==> src/hdl/spp_map.vh <==
// register indices, field positions and reset values of the pin control block
`ifndef SPP_MAP_VH
`define SPP_MAP_VH

// register indices; byte address is four times the index
`define SPP_IDX_CTRL_ONE 8'hd0
`define SPP_IDX_STATUS 8'hd3
`define SPP_IDX_SHIFT_DATA 8'hd5
`define SPP_IDX_PIN_LATCH 8'hd6
`define SPP_IDX_DIRECTION 8'hd7
`define SPP_IDX_PAD_CTRL 8'hd9
`define SPP_IDX_ASYNC_CFG 8'he0

// spi_control_one fields
`define SPP_C1_SYS_EN 6
`define SPP_C1_MASTER 4
`define SPP_C1_SEL_OE 1

// spi_status_reg fields
`define SPP_SR_DONE 7
`define SPP_SR_MODE_FAULT 4

// serial_port_pad_control fields
`define SPP_PAD_PU_LOWER 0
`define SPP_PAD_PU_MIDDLE 1
`define SPP_PAD_PU_UPPER 2
`define SPP_PAD_RD_LOWER 4
`define SPP_PAD_RD_MIDDLE 5
`define SPP_PAD_RD_UPPER 6

// async serial two-wire configuration fields
`define SPP_AC_RX0 0
`define SPP_AC_TX0 1
`define SPP_AC_RX1 2
`define SPP_AC_TX1 3

// reset values
`define SPP_RST_CTRL_ONE 8'h04
`define SPP_RST_DIRECTION 8'h00
`define SPP_RST_LATCH 8'h00
`define SPP_RST_PAD 8'h00
`define SPP_RST_ASYNC 4'h0

// bits shifted per spi transfer
`define SPP_SHIFT_BITS 4'h8

`endif

==> src/hdl/spp_pin_ctrl.v <==
// serial port pin control: gpio port shared with spi and two async units
`timescale 1ns/1ps
`default_nettype none
`include "spp_map.vh"

module spp_pin_ctrl (
    // clock and reset
    input wire aclk,
    input wire aresetn,
    // axi4-lite write address
    input wire [31:0] s_axi_awaddr,
    input wire [2:0] s_axi_awprot,
    input wire s_axi_awvalid,
    output wire s_axi_awready,
    // axi4-lite write data
    input wire [31:0] s_axi_wdata,
    input wire [3:0] s_axi_wstrb,
    input wire s_axi_wvalid,
    output wire s_axi_wready,
    // axi4-lite write response
    output reg [1:0] s_axi_bresp,
    output reg s_axi_bvalid,
    input wire s_axi_bready,
    // axi4-lite read address
    input wire [31:0] s_axi_araddr,
    input wire [2:0] s_axi_arprot,
    input wire s_axi_arvalid,
    output wire s_axi_arready,
    // axi4-lite read data
    output reg [31:0] s_axi_rdata,
    output reg [1:0] s_axi_rresp,
    output reg s_axi_rvalid,
    input wire s_axi_rready,
    // port pins
    input wire [7:0] pin_in,
    output wire [7:0] pin_out,
    output wire [7:0] pin_oe_n,
    output wire [7:0] pin_pullup,
    output wire [7:0] pin_reduced_drive,
    // spi clock generator side
    input wire spi_shift_strobe,
    input wire spi_sck_drive,
    input wire spi_busy,
    output wire spi_serial_in,
    // async serial units
    input wire async_tx0_drive,
    input wire async_tx1_drive
);

////////////////////////////////////////////////////////////////////////////////
// registers

reg [7:0] ctrl_one;
reg [7:0] serial_port_direction;
reg [7:0] serial_port_pin_latch;
reg [7:0] serial_port_pad_control;
reg [3:0] async_cfg;
reg mode_fault_flag;
reg fault_clear_armed;
reg done_flag;
reg done_clear_armed;
reg [7:0] spi_shift_data;
reg [7:0] read_buffer;
reg [3:0] shift_count;

reg aw_held;
reg w_held;
reg [7:0] aw_index;
reg [7:0] w_data;
reg w_lane0;

wire spi_system_enable;
wire master_select;
wire select_output_enable;
wire dir_bit_seven;
wire dir_bit_four;
wire select_in_low;

// a latched fault keeps the spi off its pins until recovered
assign spi_system_enable = ctrl_one[`SPP_C1_SYS_EN] & ~mode_fault_flag;
assign master_select = ctrl_one[`SPP_C1_MASTER];
assign select_output_enable = ctrl_one[`SPP_C1_SEL_OE];
assign dir_bit_seven = serial_port_direction[7];
assign dir_bit_four = serial_port_direction[4];
assign select_in_low = ~pin_in[7];

////////////////////////////////////////////////////////////////////////////////
// pin ownership and drive

reg [7:0] own_oe;
reg [7:0] own_val;
reg [7:0] claimed_out;

always @* begin
    // plain gpio by default
    own_oe = serial_port_direction;
    own_val = serial_port_pin_latch;
    claimed_out = 8'h00;
    if (async_cfg[`SPP_AC_RX0]) begin
        own_oe[0] = 1'b0;
    end
    if (async_cfg[`SPP_AC_RX1]) begin
        own_oe[2] = 1'b0;
    end
    if (async_cfg[`SPP_AC_TX0]) begin
        own_oe[1] = 1'b1;
        own_val[1] = async_tx0_drive;
        claimed_out[1] = 1'b1;
    end
    if (async_cfg[`SPP_AC_TX1]) begin
        own_oe[3] = 1'b1;
        own_val[3] = async_tx1_drive;
        claimed_out[3] = 1'b1;
    end
    if (spi_system_enable) begin
        if (master_select) begin
            own_oe[4] = 1'b0;
            own_oe[5] = serial_port_direction[5];
            own_val[5] = spi_shift_data[7];
            claimed_out[5] = 1'b1;
            own_oe[6] = serial_port_direction[6];
            own_val[6] = spi_sck_drive;
            claimed_out[6] = 1'b1;
            if (dir_bit_seven && select_output_enable) begin
                own_oe[7] = 1'b1;
                own_val[7] = ~spi_busy;
                claimed_out[7] = 1'b1;
            end else if (dir_bit_seven) begin
                own_oe[7] = 1'b1;
            end else begin
                own_oe[7] = 1'b0;
            end
        end else begin
            own_oe[4] = dir_bit_four & select_in_low;
            own_val[4] = spi_shift_data[7];
            claimed_out[4] = 1'b1;
            own_oe[5] = 1'b0;
            own_oe[6] = 1'b0;
            own_oe[7] = 1'b0;
        end
    end
end

assign pin_out = own_val;
assign pin_oe_n = ~own_oe;

// pad controls per group; outputs never pull up
genvar g;
generate
    for (g = 0; g < 8; g = g + 1) begin : pad_gen
        localparam integer PU_BIT = (g >= 4) ? `SPP_PAD_PU_UPPER :
            (g >= 2) ? `SPP_PAD_PU_MIDDLE : `SPP_PAD_PU_LOWER;
        localparam integer RD_BIT = (g >= 4) ? `SPP_PAD_RD_UPPER :
            (g >= 2) ? `SPP_PAD_RD_MIDDLE : `SPP_PAD_RD_LOWER;
        assign pin_pullup[g] = serial_port_pad_control[PU_BIT] &
            ~own_oe[g];
        assign pin_reduced_drive[g] = serial_port_pad_control[RD_BIT];
    end
endgenerate

// master samples its data-in pin, slave the other one
assign spi_serial_in = master_select ? pin_in[4] : pin_in[5];

////////////////////////////////////////////////////////////////////////////////
// axi4-lite slave

wire do_write;
wire ar_take;
wire write_ok;
wire read_ok;
wire [7:0] ar_index;
reg [7:0] rd_val;

assign s_axi_awready = ~aw_held & ~s_axi_bvalid;
assign s_axi_wready = ~w_held & ~s_axi_bvalid;
assign s_axi_arready = ~s_axi_rvalid;
assign do_write = aw_held & w_held & ~s_axi_bvalid;
assign ar_take = s_axi_arvalid & s_axi_arready;
assign ar_index = s_axi_araddr[9:2];

assign write_ok = (aw_index == `SPP_IDX_CTRL_ONE) ||
    (aw_index == `SPP_IDX_STATUS) ||
    (aw_index == `SPP_IDX_SHIFT_DATA) ||
    (aw_index == `SPP_IDX_PIN_LATCH) ||
    (aw_index == `SPP_IDX_DIRECTION) ||
    (aw_index == `SPP_IDX_PAD_CTRL) ||
    (aw_index == `SPP_IDX_ASYNC_CFG);
assign read_ok = (ar_index == `SPP_IDX_CTRL_ONE) ||
    (ar_index == `SPP_IDX_STATUS) ||
    (ar_index == `SPP_IDX_SHIFT_DATA) ||
    (ar_index == `SPP_IDX_PIN_LATCH) ||
    (ar_index == `SPP_IDX_DIRECTION) ||
    (ar_index == `SPP_IDX_PAD_CTRL) ||
    (ar_index == `SPP_IDX_ASYNC_CFG);

always @* begin
    rd_val = 8'h00;
    if (ar_index == `SPP_IDX_CTRL_ONE) begin
        rd_val = ctrl_one;
        rd_val[`SPP_C1_SYS_EN] = spi_system_enable;
    end else if (ar_index == `SPP_IDX_STATUS) begin
        rd_val[`SPP_SR_DONE] = done_flag;
        rd_val[`SPP_SR_MODE_FAULT] = mode_fault_flag;
    end else if (ar_index == `SPP_IDX_SHIFT_DATA) begin
        rd_val = read_buffer;
    end else if (ar_index == `SPP_IDX_PIN_LATCH) begin
        rd_val = (own_oe & own_val) | (~own_oe & pin_in);
    end else if (ar_index == `SPP_IDX_DIRECTION) begin
        rd_val = serial_port_direction;
    end else if (ar_index == `SPP_IDX_PAD_CTRL) begin
        rd_val = serial_port_pad_control;
    end else if (ar_index == `SPP_IDX_ASYNC_CFG) begin
        rd_val = {4'h0, async_cfg};
    end
end

always @(posedge aclk) begin
    if (!aresetn) begin
        aw_held <= 1'b0;
        w_held <= 1'b0;
        aw_index <= 8'h00;
        w_data <= 8'h00;
        w_lane0 <= 1'b0;
        s_axi_bvalid <= 1'b0;
        s_axi_bresp <= 2'h0;
        s_axi_rvalid <= 1'b0;
        s_axi_rresp <= 2'h0;
        s_axi_rdata <= 32'h00000000;
    end else begin
        if (s_axi_awvalid && s_axi_awready) begin
            aw_held <= 1'b1;
            aw_index <= s_axi_awaddr[9:2];
        end
        if (s_axi_wvalid && s_axi_wready) begin
            w_held <= 1'b1;
            w_data <= s_axi_wdata[7:0];
            w_lane0 <= s_axi_wstrb[0];
        end
        if (do_write) begin
            aw_held <= 1'b0;
            w_held <= 1'b0;
            s_axi_bvalid <= 1'b1;
            s_axi_bresp <= write_ok ? 2'h0 : 2'h2;
        end else if (s_axi_bvalid && s_axi_bready) begin
            s_axi_bvalid <= 1'b0;
        end
        if (ar_take) begin
            s_axi_rvalid <= 1'b1;
            s_axi_rresp <= read_ok ? 2'h0 : 2'h2;
            s_axi_rdata <= {24'h000000, rd_val};
        end else if (s_axi_rvalid && s_axi_rready) begin
            s_axi_rvalid <= 1'b0;
        end
    end
end

////////////////////////////////////////////////////////////////////////////////
// control registers and flags

wire wr_en;
wire wr_ctrl_one;
wire wr_data;
wire rd_status;
wire rd_data;
wire fault_now;
wire transfer_done;

assign wr_en = do_write & w_lane0;
assign wr_ctrl_one = wr_en & (aw_index == `SPP_IDX_CTRL_ONE);
assign wr_data = wr_en & (aw_index == `SPP_IDX_SHIFT_DATA);
assign rd_status = ar_take & (ar_index == `SPP_IDX_STATUS);
assign rd_data = ar_take & (ar_index == `SPP_IDX_SHIFT_DATA);
assign fault_now = ctrl_one[`SPP_C1_SYS_EN] & master_select &
    ~dir_bit_seven & select_in_low;
assign transfer_done = spi_shift_strobe &
    (shift_count == `SPP_SHIFT_BITS - 4'h1);

always @(posedge aclk) begin
    if (!aresetn) begin
        ctrl_one <= `SPP_RST_CTRL_ONE;
        serial_port_direction <= `SPP_RST_DIRECTION;
        serial_port_pin_latch <= `SPP_RST_LATCH;
        serial_port_pad_control <= `SPP_RST_PAD;
        async_cfg <= `SPP_RST_ASYNC;
        mode_fault_flag <= 1'b0;
        fault_clear_armed <= 1'b0;
        done_flag <= 1'b0;
        done_clear_armed <= 1'b0;
        shift_count <= 4'h0;
    end else begin
        if (wr_ctrl_one) begin
            ctrl_one <= w_data;
        end
        if (wr_en && aw_index == `SPP_IDX_PIN_LATCH) begin
            serial_port_pin_latch <= w_data;
        end
        if (wr_en && aw_index == `SPP_IDX_PAD_CTRL) begin
            serial_port_pad_control <= w_data;
        end
        if (wr_en && aw_index == `SPP_IDX_ASYNC_CFG) begin
            async_cfg <= w_data[3:0];
        end
        // fault forcing of bits 7:5 wins over a same-cycle direction write; bits 4:0 still take it
        if (fault_now) begin
            serial_port_direction[7:5] <= 3'h0;
            serial_port_direction[4:0] <= (wr_en &&
                aw_index == `SPP_IDX_DIRECTION) ? w_data[4:0] :
                serial_port_direction[4:0];
        end else if (wr_en && aw_index == `SPP_IDX_DIRECTION) begin
            serial_port_direction <= w_data;
        end
        // set wins over the recovery clear
        if (dir_bit_seven) begin
            mode_fault_flag <= 1'b0;
            fault_clear_armed <= 1'b0;
        end else if (fault_now) begin
            mode_fault_flag <= 1'b1;
        end else if (wr_ctrl_one && fault_clear_armed) begin
            mode_fault_flag <= 1'b0;
            fault_clear_armed <= 1'b0;
        end else if (rd_status && mode_fault_flag) begin
            fault_clear_armed <= 1'b1;
        end
        // transfer count; a data write restarts it
        if (wr_data) begin
            shift_count <= 4'h0;
        end else if (transfer_done) begin
            shift_count <= 4'h0;
        end else if (spi_shift_strobe) begin
            shift_count <= shift_count + 4'h1;
        end
        if (transfer_done) begin
            done_flag <= 1'b1;
        end else if ((rd_data || wr_data) && done_clear_armed) begin
            done_flag <= 1'b0;
            done_clear_armed <= 1'b0;
        end else if (rd_status && done_flag) begin
            done_clear_armed <= 1'b1;
        end
    end
end

////////////////////////////////////////////////////////////////////////////////
// spi data path, never reset so contents survive a reset

always @(posedge aclk) begin
    if (wr_data) begin
        spi_shift_data <= w_data;
    end else if (spi_shift_strobe) begin
        spi_shift_data <= {spi_shift_data[6:0], spi_serial_in};
    end
    if (transfer_done) begin
        read_buffer <= {spi_shift_data[6:0], spi_serial_in};
    end
end

endmodule // spp_pin_ctrl

`default_nettype wire
==> config.mk <==
export PLATFORM = sky130hd
export DESIGN_NAME = spp_pin_ctrl
export DESIGN_NICKNAME = d
export VERILOG_FILES = /design/src/hdl/spp_pin_ctrl.v
export VERILOG_INCLUDE_DIRS = /design/src /design/src/hdl
export SDC_FILE = /design/constraint.sdc
export NUM_CORES = 1
export LEC_CHECK = 0
export ABC_AREA = 1
export BUFFER_PORTS_ARGS = -buffer_cell sky130_fd_sc_hd__buf_2
export CORE_MARGIN = 2
export CORE_UTILIZATION = 51
export DETAILED_ROUTE_END_ITERATION = 10
export PLACE_DENSITY = 0.95
export SYNTH_ARGS = -nofsm -noshare
export SYNTH_HDL_FRONTEND = slang
export SYNTH_SLANG_ARGS = --single-unit
==> constraint.sdc <==
create_clock -name aclk -period 3.23 [get_ports aclk]
set_clock_uncertainty 0.2 [all_clocks]
set_input_delay 0.646 -clock aclk [delete_from_list [all_inputs] [get_ports aclk]]
set_output_delay 0.646 -clock aclk [all_outputs]
set_load 0.01 [all_outputs]
=== After elaboration in Yosys (flattened, before gate mapping) ===
Index checks and enable logic that the tools add are counted.

* Add/sub/neg operators: 1
* $mul: 0
* Divide/modulo/power cells: 0
* Magnitude comparators: 0
* Equality and inequality tests: 15
* Shift operators: 0
* Multiplexer cells: 44
* Bitwise logic cells: 47
* Reduce and logical (&&, ||, !) cells: 39

{| class="wikitable"
|+ Operators by type and width
! cell !! count
|-
| $eq A8 B8 Y1 const B || 14
|-
| $mux W8 || 7
|-
| $mux W1 || 25
|-
| $and A1 B1 Y1 || 24
|-
| $mux W4 || 5
|-
| $not A1 Y1 || 19
|-
| $and A8 B8 Y8 || 2
|-
| $mux W5 || 3
|-
| $reduce_bool A2 Y1 || 7
|-
| $logic_and A1 B1 Y1 || 13
|-
| $logic_or A1 B1 Y1 || 13
|-
| $not A8 Y8 || 1
|-
| $or A8 B8 Y8 || 1
|-
| $mux W2 || 3
|-
| $reduce_or A2 Y1 || 3
|-
| $add A4 B1 Y4 const B || 1
|-
| $eq A4 B3 Y1 const B || 1
|-
| $reduce_and A2 Y1 || 2
|-
| $mux W3 || 1
|-
| $reduce_or A3 Y1 || 1
|}

* Register bits after elaboration: 93
* Bits in latches: 0
* RAM bits: 0
* ROM bits: 0
* Bits of input ports: 126
* Output and inout port bits: 74
* Logic and storage cells: 169
* Memories: 0

=== Longest topological paths before layout ===
Gate-level depths: netlist of run 1.

* Depth in word-level cells: 11
* Mapped depth: 11
* Gate-level depth less buffers: 11

=== Least setup slack after synthesis of run 1 ===
No wires, ideal clock.

* Path type: input -> output
* From: input port pin_in[7]
* To: output port pin_oe_n[4]
* Data arrival time: 1.196 ns
* Data required time: 2.384 ns
* Setup slack: 1.188 ns
* Cell stages on the path: 3
* Buffers on the path: 0
* Path through: or2_2 -> a21oi_1 -> inv_1

* Longest elaborated chain between the ends: 5

{| class="wikitable"
|+ RTL lines
! what !! RTL line !! source
|-
| start: declaration || spp_pin_ctrl.v:35 || <nowiki>input wire [7:0] pin_in,</nowiki>
|-
| $not A1 Y1 || spp_pin_ctrl.v:85 || <nowiki>assign select_in_low = ~pin_in[7];</nowiki>
|-
| $and A1 B1 Y1 || spp_pin_ctrl.v:134 || <nowiki>own_oe[4] = dir_bit_four & select_in_low;</nowiki>
|-
| $mux W4 || spp_pin_ctrl.v:116 || <nowiki>if (master_select) begin</nowiki>
|-
| $mux W4 || spp_pin_ctrl.v:115 || <nowiki>if (spi_system_enable) begin</nowiki>
|-
| $not A8 Y8 || spp_pin_ctrl.v:145 || <nowiki>assign pin_oe_n = ~own_oe;</nowiki>
|-
| end: declaration || spp_pin_ctrl.v:37 || <nowiki>output wire [7:0] pin_oe_n,</nowiki>
|}

Every way passes these cells.

=== Final worst setup path of run 1 ===
* From: register mode_fault_flag
* To: output port pin_out[7]

* Longest elaborated chain between the ends: 3

{| class="wikitable"
|+ RTL lines
! what !! RTL line !! source
|-
| start: declaration || spp_pin_ctrl.v:58 || <nowiki>reg mode_fault_flag;</nowiki>
|-
| start signal: assignment || spp_pin_ctrl.v:285 || <nowiki>mode_fault_flag <= 1'b0;</nowiki>
|-
| start signal: assignment || spp_pin_ctrl.v:314 || <nowiki>mode_fault_flag <= 1'b0;</nowiki>
|-
| start signal: assignment || spp_pin_ctrl.v:317 || <nowiki>mode_fault_flag <= 1'b1;</nowiki>
|-
| $not A1 Y1 || spp_pin_ctrl.v:80 || <nowiki>assign spi_system_enable = ctrl_one[`SPP_C1_SYS_EN] & ~mode_fault_flag;</nowiki>
|-
| $and A1 B1 Y1 || spp_pin_ctrl.v:80 ||
|-
| $mux W4 || spp_pin_ctrl.v:115 ||
|-
| end: declaration || spp_pin_ctrl.v:36 || <nowiki>output wire [7:0] pin_out,</nowiki>
|}

Every way passes these cells.

==> metrics.md, run 1 <==
| Metric | Value |
|---|---|
| Fin Hold WS | `260.4 ps` |
| Critical path type | `flip-flop to primary output` |
| Starting Density | `52.21%` |
| Internal power | `around 1600 uW` |
| Largest net degree at the start of global routing | `40` |
| Mean Syn Cell Area | `7.718 um2` |
| Routed WL | `11.27 mm` |
| Sequential area share after synthesis | `43.74%` |
| Top Ports | `200` |
| Share of cells above drive strength 1 | `21.97%` |
| Leakage | `roughly 0.0023 uW` |
| Final period utilization | `between 70% and 80%` |
| P&R area growth vs syn | `12.32%` |
| Power Density | `442.1 nW/um2` |
| Sw Ratio | `a little over a quarter` |
| Total global routing overflow | `0` |
| Hold Path Class | `flip-flop to flip-flop` |
| Status | `finished clean` |
| Vias post-DR | `4202` |
| Slew of the pin with the lowest slew margin | `~800 ps` |
| R2R cell count | `8` |
| Die width | `98.25 um` |
| # rows | `34` |
| CTS Buf Count | `9` |
| Worst-Skew Late Latency | `between 300 and 400 ps` |
| Reg2reg start | `aw_index[7]` |
| R2r endpoint | `serial_port_pad_control[3]` |
| Worst path bufs/invs | `2` |
| # resized after CTS | `0` |
| Worst setup path start | `mode_fault_flag` |
| Longest Clk Path Bufs | `2` |
| Cells along the critical path | `inv_1 > nand3_1 > nor2_1 > nand2_1 > and2_1 > buf_2` |
| Commonest non-fill, non-tap cell in the layout | `buf_2` |
| Routed length per instance | `14.51 um` |
| Total GRT Usage | `23.12%` |
| Worst reg2reg setup slack | `960 ps` |
| CTS tree | `done` |
| VDD IR max | `339.9 uV` |
| Final Critical Period | `about 2400 ps` |
| Crit path arrival time | `1530 ps` |
| Psw | `603.5 uW` |
| Root Buffer Master | `clkbuf_8` |
| First-iteration detailed-routing DRC count | `441` |
| Post-CTS Setup Repair Bufs | `0` |
| Slowest Stage Delay on Critical Path | `330 ps` |
| Largest fanout on the critical path | `5` |
| Final setup viols | `0` |
| Area of the multi-input gates | `2013 um2` |
| Drt via density | `5.408` |
| Global-route wire length before repair | `17.90 mm` |
| Highest Clock Rate | `420.3 MHz` |
| Crit start category | `flip-flop` |
| CTS sink count | `91` |
| CP top delay family | `simple AND/OR/NAND/NOR gates` |
| Die area | `9653 um2` |
| FF+latch count, synth | `91` |
| Netlist cell types | `44` |
| FFs w/ async S/R, synth | `0%` |
| Routed Antenna Nets | `0` |
| Clock share of power | `35.8%` |
| CORE AREA | `8678 um2` |
| Initial antenna violation count | `0` |
| WHS Path Cells | `0` |
| Max cap viols | `0` |
| DP Wirelength | `a little over 8 mm` |
| Slowest-stage cell, CP | `dfxtp_1` |
| Final setup TNS | `0 ps` |
| Yosys warning total | `0` |
| Chip Height | `98.25 um` |
| CTS clock-pin slew for the worst setup and hold paths | `100 ps` |
| Fill count | `between 700 and 800` |
| Cells after Synth | `587` |
| Max-slew violations | `0` |
| Slew headroom | `46.65%` |
| Combinational power share | `10.0%` |
| Final nets | `791` |
| Number of synthesized flops with an enable pin | `16` |
| Hold Path Sink | `read_buffer[1]` |
| Mapped Area | `approximately 4500 um2` |
| RSZ-0062 raised after global routing | `no` |
| Hold path start | `spi_shift_data[0]` |
| Reg area | `1982 um2` |
| Main synth FF type | `dfxtp_1` |
| Htree depth | `3` |
| Crit path capture type | `primary output` |
| DRT Pass-1 Iters | `5` |
| Vias in the first global route | `between 3000 and 4000` |
| Hold buffer count at cts | `0` |
| Number of antenna diodes | `0` |
| Placer Congestion | `0.9566` |
| Flop pwr share | `54.3%` |
| CP required | `roughly 2400 ps` |
| PortBufs | `92` |
| Most frequent cells in the layout | `buf_2, nand2_1, dfxtp_1, inv_1, o21ai_0` |
| Final hold vios | `0` |
| DRC Markers | `0` |
-- state kept, by name, indices dropped and copies added, names as in the netlist, 4 cells and up --
| name | flops |
|---|---|
| aw_index | 8 |
| ctrl_one | 8 |
| read_buffer | 8 |
| s_axi_rdata | 8 |
| serial_port_direction | 8 |
| serial_port_pad_control | 8 |
| serial_port_pin_latch | 8 |
| spi_shift_data | 8 |
| w_data | 8 |
| async_cfg | 4 |
| shift_count | 4 |
-- cells by family after synthesis --
logic type               Yosys count  synth area share [%]
adder cells (fa/ha/maj)            1                0.2761
other                              1               0.08277
flip-flops                        91                 43.74
AND/OR/NAND/NOR                  208                 22.26
XOR/XNOR                           1                0.1934
buffers and inverters            125                 13.89
AO/OA/AOI/OAI                    160                 19.55
-- power groups by stage --
stage	Sequential (uW)	Clock (uW)	Combinational, uW
final	1220	805	224
after global routing	1230	854	249
after CTS	1220	806	223
after detailed placement	1250	0	221
after global placement	1240	0	216
after floorplan	1240	0	163
-- synth_stat cells, drive strengths merged (3+ instances only) --
cell,number,area (um2)
edfxtp,16,480.5
a21oi,63,322.8
nand3,26,130.1
nand4,11,90.08
inv,71,266.5
or2,5,31.28
nor2,53,209.0
clkbuf,11,41.29
a31oi,4,25.02
buf,42,317.8
dfxtp,75,1501
a211oi,3,32.53
nand2,90,345.3
nor3,17,161.4
o21ai,83,452.9
-- through the flow --
stage / setup WS [ps] / cell area [um2] / std cells / power, uW / util [%]
after detailed placement: 747.9 / 4876 / 761 / 1467 / 56.19
after CTS: 855.2 / 5089 / 777 / 2249 / 58.64
after floorplan: 1188 / 4624 / 612 / 1408 / -
after global placement: 819.6 / 4876 / 761 / 1460 / 56.19
after global routing: 702.8 / 5089 / 777 / 2328 / 58.64
final: 850.9 / 5089 / 777 / 2250 / 58.64
-- per-layer routing --
| layer | global-route usage (%) | wire [um] | vias to the layer above |
|---|---|---|---|
| met5 | 0 | 0 | - |
| met4 | 9.484 | 347 | 0 |
| met3 | 6.156 | 1110 | 32 |
| met2 | 37.51 | 5181 | 235 |
| met1 | 29.40 | 4631 | 1888 |
| li1 | - | - | 2047 |
-- worst max-delay path by stage --
stage	depth (start not counted)	endpoint	slack [ps]
2_1_floorplan	3	pin_oe_n[4]	1190
6_report	6	pin_out[7]	850
5_1_grt	6	pin_out[7]	700
3_5_place_dp	11	s_axi_rdata[3]	750
4_1_cts	5	pin_out[7]	860
3_3_place_gp	11	s_axi_rdata[3]	820
-- cell type report --
class / count / area share, %
timing repair buffer: 94 / 9.343
inverter: 72 / 5.311
clock inverter: 4 / 0.6885
clock buffer: 12 / 3.492
tap: 108 / 2.656
multi-input combinational: 396 / 39.56
sequential: 91 / 38.95
Power figures use the tool's default switching activity.
==> run 2: changes to the inputs <==
ABC_AREA = 0   (was 1)
CORE_UTILIZATION = 44   (was 51)
PLACE_DENSITY = 0.88   (was 0.95)
clock period = 2 ns   (was 3.23 ns; I/O delays follow)
==> metrics.md, run 2 <==
| Metric | Value |
|---|---|
| Initial antenna violation count | `0` |
| Top Ports | `200` |
| Total global routing overflow | `0` |
| Final nets | `771` |
| Dpl ws | `-80.42 ps` |
| Placer Congestion | `roughly 0.95` |
| Critical path type | `flip-flop to primary output` |
| Yosys warning total | `0` |
| CTS clock-pin slew for the worst setup and hold paths | `90 ps` |
| CORE AREA | `10790 um2` |
| Main synth FF type | `dfxtp_1` |
| Slowest-stage cell, CP | `dfxtp_2` |
| Die width | `roughly 110 um` |
| P&R area growth vs syn | `23.01%` |
| VDD IR max | `309.3 uV` |
| Simple-Gate Fraction of Synth Area | `21.78%` |
| Non-filler cells, final | `between 700 and 800` |
| Cells along the critical path | `nand3b_1 > nor3_2 > nor2_1 > a21oi_2 > buf_2` |
| RSZ-0062 raised after global routing | `yes` |
| Number of antenna diodes | `0` |
| Mux contribution to synthesized area | `11.82%` |
| Leakage | `0.002604 uW` |
| Routed Antenna Nets | `0` |
| Starting Density | `between 40 and 50%` |
| Final Critical Period | `2159 ps` |
| DP Wirelength | `~9 mm` |
| Hold buffer count at cts | `0` |
| Crit start category | `flip-flop` |
| Routed length per instance | `16.70 um` |
| Yosys top cell by area | `dfxtp_1` |
| Main combinational cell family by area after synthesis | `simple AND/OR/NAND/NOR gates` |
| Adder-cell share of the synthesized area | `0.2580%` |
| Commonest non-fill, non-tap cell in the layout | `buf_2` |
| FFs w/ async S/R, synth | `0%` |
| Htree depth | `3` |
| FF+latch count, synth | `91` |
| Crit path capture type | `primary output` |
| Drt via density | `about 5.5` |
| Worst reg2reg setup slack | `20 ps` |
| Global-route wire length before repair | `19.40 mm` |
| Most frequent cell after synthesis | `dfxtp_1` |
| Largest cells by area after synthesis | `dfxtp_1, edfxtp_1, mux2i_1` |
| Largest net degree at the start of global routing | `72` |
| Worst path bufs/invs | `1` |
| CP required | `between 1000 and 1500 ps` |
| Most frequent cells in the layout | `buf_2, dfxtp_1, nor2b_1, buf_4, mux2i_1` |
| Top cells by count, synth | `dfxtp_1, nor2b_1, mux2i_1` |
| Mean Syn Cell Area | `a little over 9 um2` |
| Share of cells above drive strength 1 | `roughly 30%` |
| Worst-Skew Late Latency | `between 300 and 400 ps` |
| Final hold vios | `0` |
| Mapped Area | `4850 um2` |
| CTS tree | `done` |
| Crit path arrival time | `~1600 ps` |
| Cells after Synth | `approximately 530` |
| Synth top area share | `30.96%` |
| Routed WL | `13.18 mm` |
| DRC Markers | `0` |
| Status | `finished, violations left` |
| CTS Buf Count | `9` |
| Longest Clk Path Bufs | `2` |
| Slowest Stage Delay on Critical Path | `340 ps` |
| Fin Hold WS | `67.50 ps` |
| # rows | `38` |
| Netlist cell types | `62` |
| Failing checks | `setup timing` |
| CP top delay family | `simple AND/OR/NAND/NOR gates` |
| Sequential area share after synthesis | `40.87%` |
| CTS sink count | `around 90` |
| Xor/xnor share of the synthesized area | `0.9030%` |
| Vias in the first global route | `about 4000` |
| Chip Height | `109.0 um` |
| PortBufs | `92` |
| Total GRT Usage | `21.28%` |
| Compound-Gate Fraction of Synth Area | `between 10 and 15%` |
| Highest Clock Rate | `~460 MHz` |
| Die area | `11880 um2` |
| Largest fanout on the critical path | `3` |
| Vias post-DR | `4350` |
| Hold Path Class | `primary input to flip-flop` |
| Number of synthesized flops with an enable pin | `16` |
| Placed insts | `763` |
| Max cap viols | `0` |
| Root Buffer Master | `clkbuf_8` |
| Final setup viols | `5` |
| Power Density | `638.8 nW/um2` |
| First-iteration detailed-routing DRC count | `313` |
| Worst Slack Setup Final | `-158.8 ps` |
| Max-slew violations | `0` |
| Final period utilization | `107.9%` |
| DRT Pass-1 Iters | `5` |
## run 2: report_power, final
part           internal (uW)  switching (uW)  total (uW)
combinational            204             252         455
clock                    710             665        1370
sequential              1920            63.3        1980
total                   2830             980        3810
## run 2: cell families (layout without fill, tap and decap cells)
family,count (synthesis),count (layout)
and+or+nand+nor,180,180
AOI/OAI and AO/OA,112,112
DFF,91,91
buffers and inverters,80,178
muxes,56,56
xor gates and xnor gates,5,5
adders and majority gates,1,1
other,1,26
## run 2: path summary, 6_finish.rpt
check | end | cells past startpoint | start
max | pin_out[7] | 5 | mode_fault_flag
min reg2reg | read_buffer[7] | 0 | spi_shift_data[6]
min | aw_index[4] | 3 | s_axi_awaddr[6]
max reg2reg | ctrl_one[5] | 5 | aw_index[0]
## run 2: layout make-up
| type | instances | area (um2) |
|---|---|---|
| fill | 893 | 4827 |
| multi-input combinational | 380 | 2603 |
| sequential | 91 | 1993 |
| timing repair buffer | 146 | 918.4 |
| tap | 140 | 175.2 |
| clock buffer | 10 | 127.6 |
| clock inverter | 6 | 88.84 |
| inverter | 16 | 60.06 |
## run 2: timing repair
| item | 4_1_cts | 5_1_grt |
|---|---|---|
| pin swaps | 0 | 3 |
| resized for setup | 18 | 19 |
| cloned | 0 | 1 |
| buffers inserted | 6 | 3 |
| setup endpoints to repair | 11 | 16 |
| endpoints found under the hold margin | 0 | 0 |
## run 2: layer usage
metal | GRT usage [%] | up-vias | part of all wire, %
li1 | - | 2044 | -
met3 | 5.081 | 53 | 7.3
met1 | 24.28 | 2065 | 40
met4 | 12.91 | 0 | 5.1
met5 | 0 | - | 0
met2 | 35.89 | 188 | 47
## run 2: stage by stage
stage / instance area [um2] / utilization, % / total power (uW) / setup TNS (ps)
after CTS: 5872 / 54.41 / 3807 / -359.2
after floorplan: 4952 / - / 2316 / 0
after global placement: 5558 / 51.50 / 2445 / -184.2
after detailed placement: 5558 / 51.50 / 2464 / -475.4
after global routing: 5966 / 55.27 / 3965 / -983.7
final: 5966 / 55.27 / 3811 / -522.1
## run 2: tightest hold or removal path: stages
cell and delay, ps:
buf_2 90, nand2_1 40, a21boi_0 60
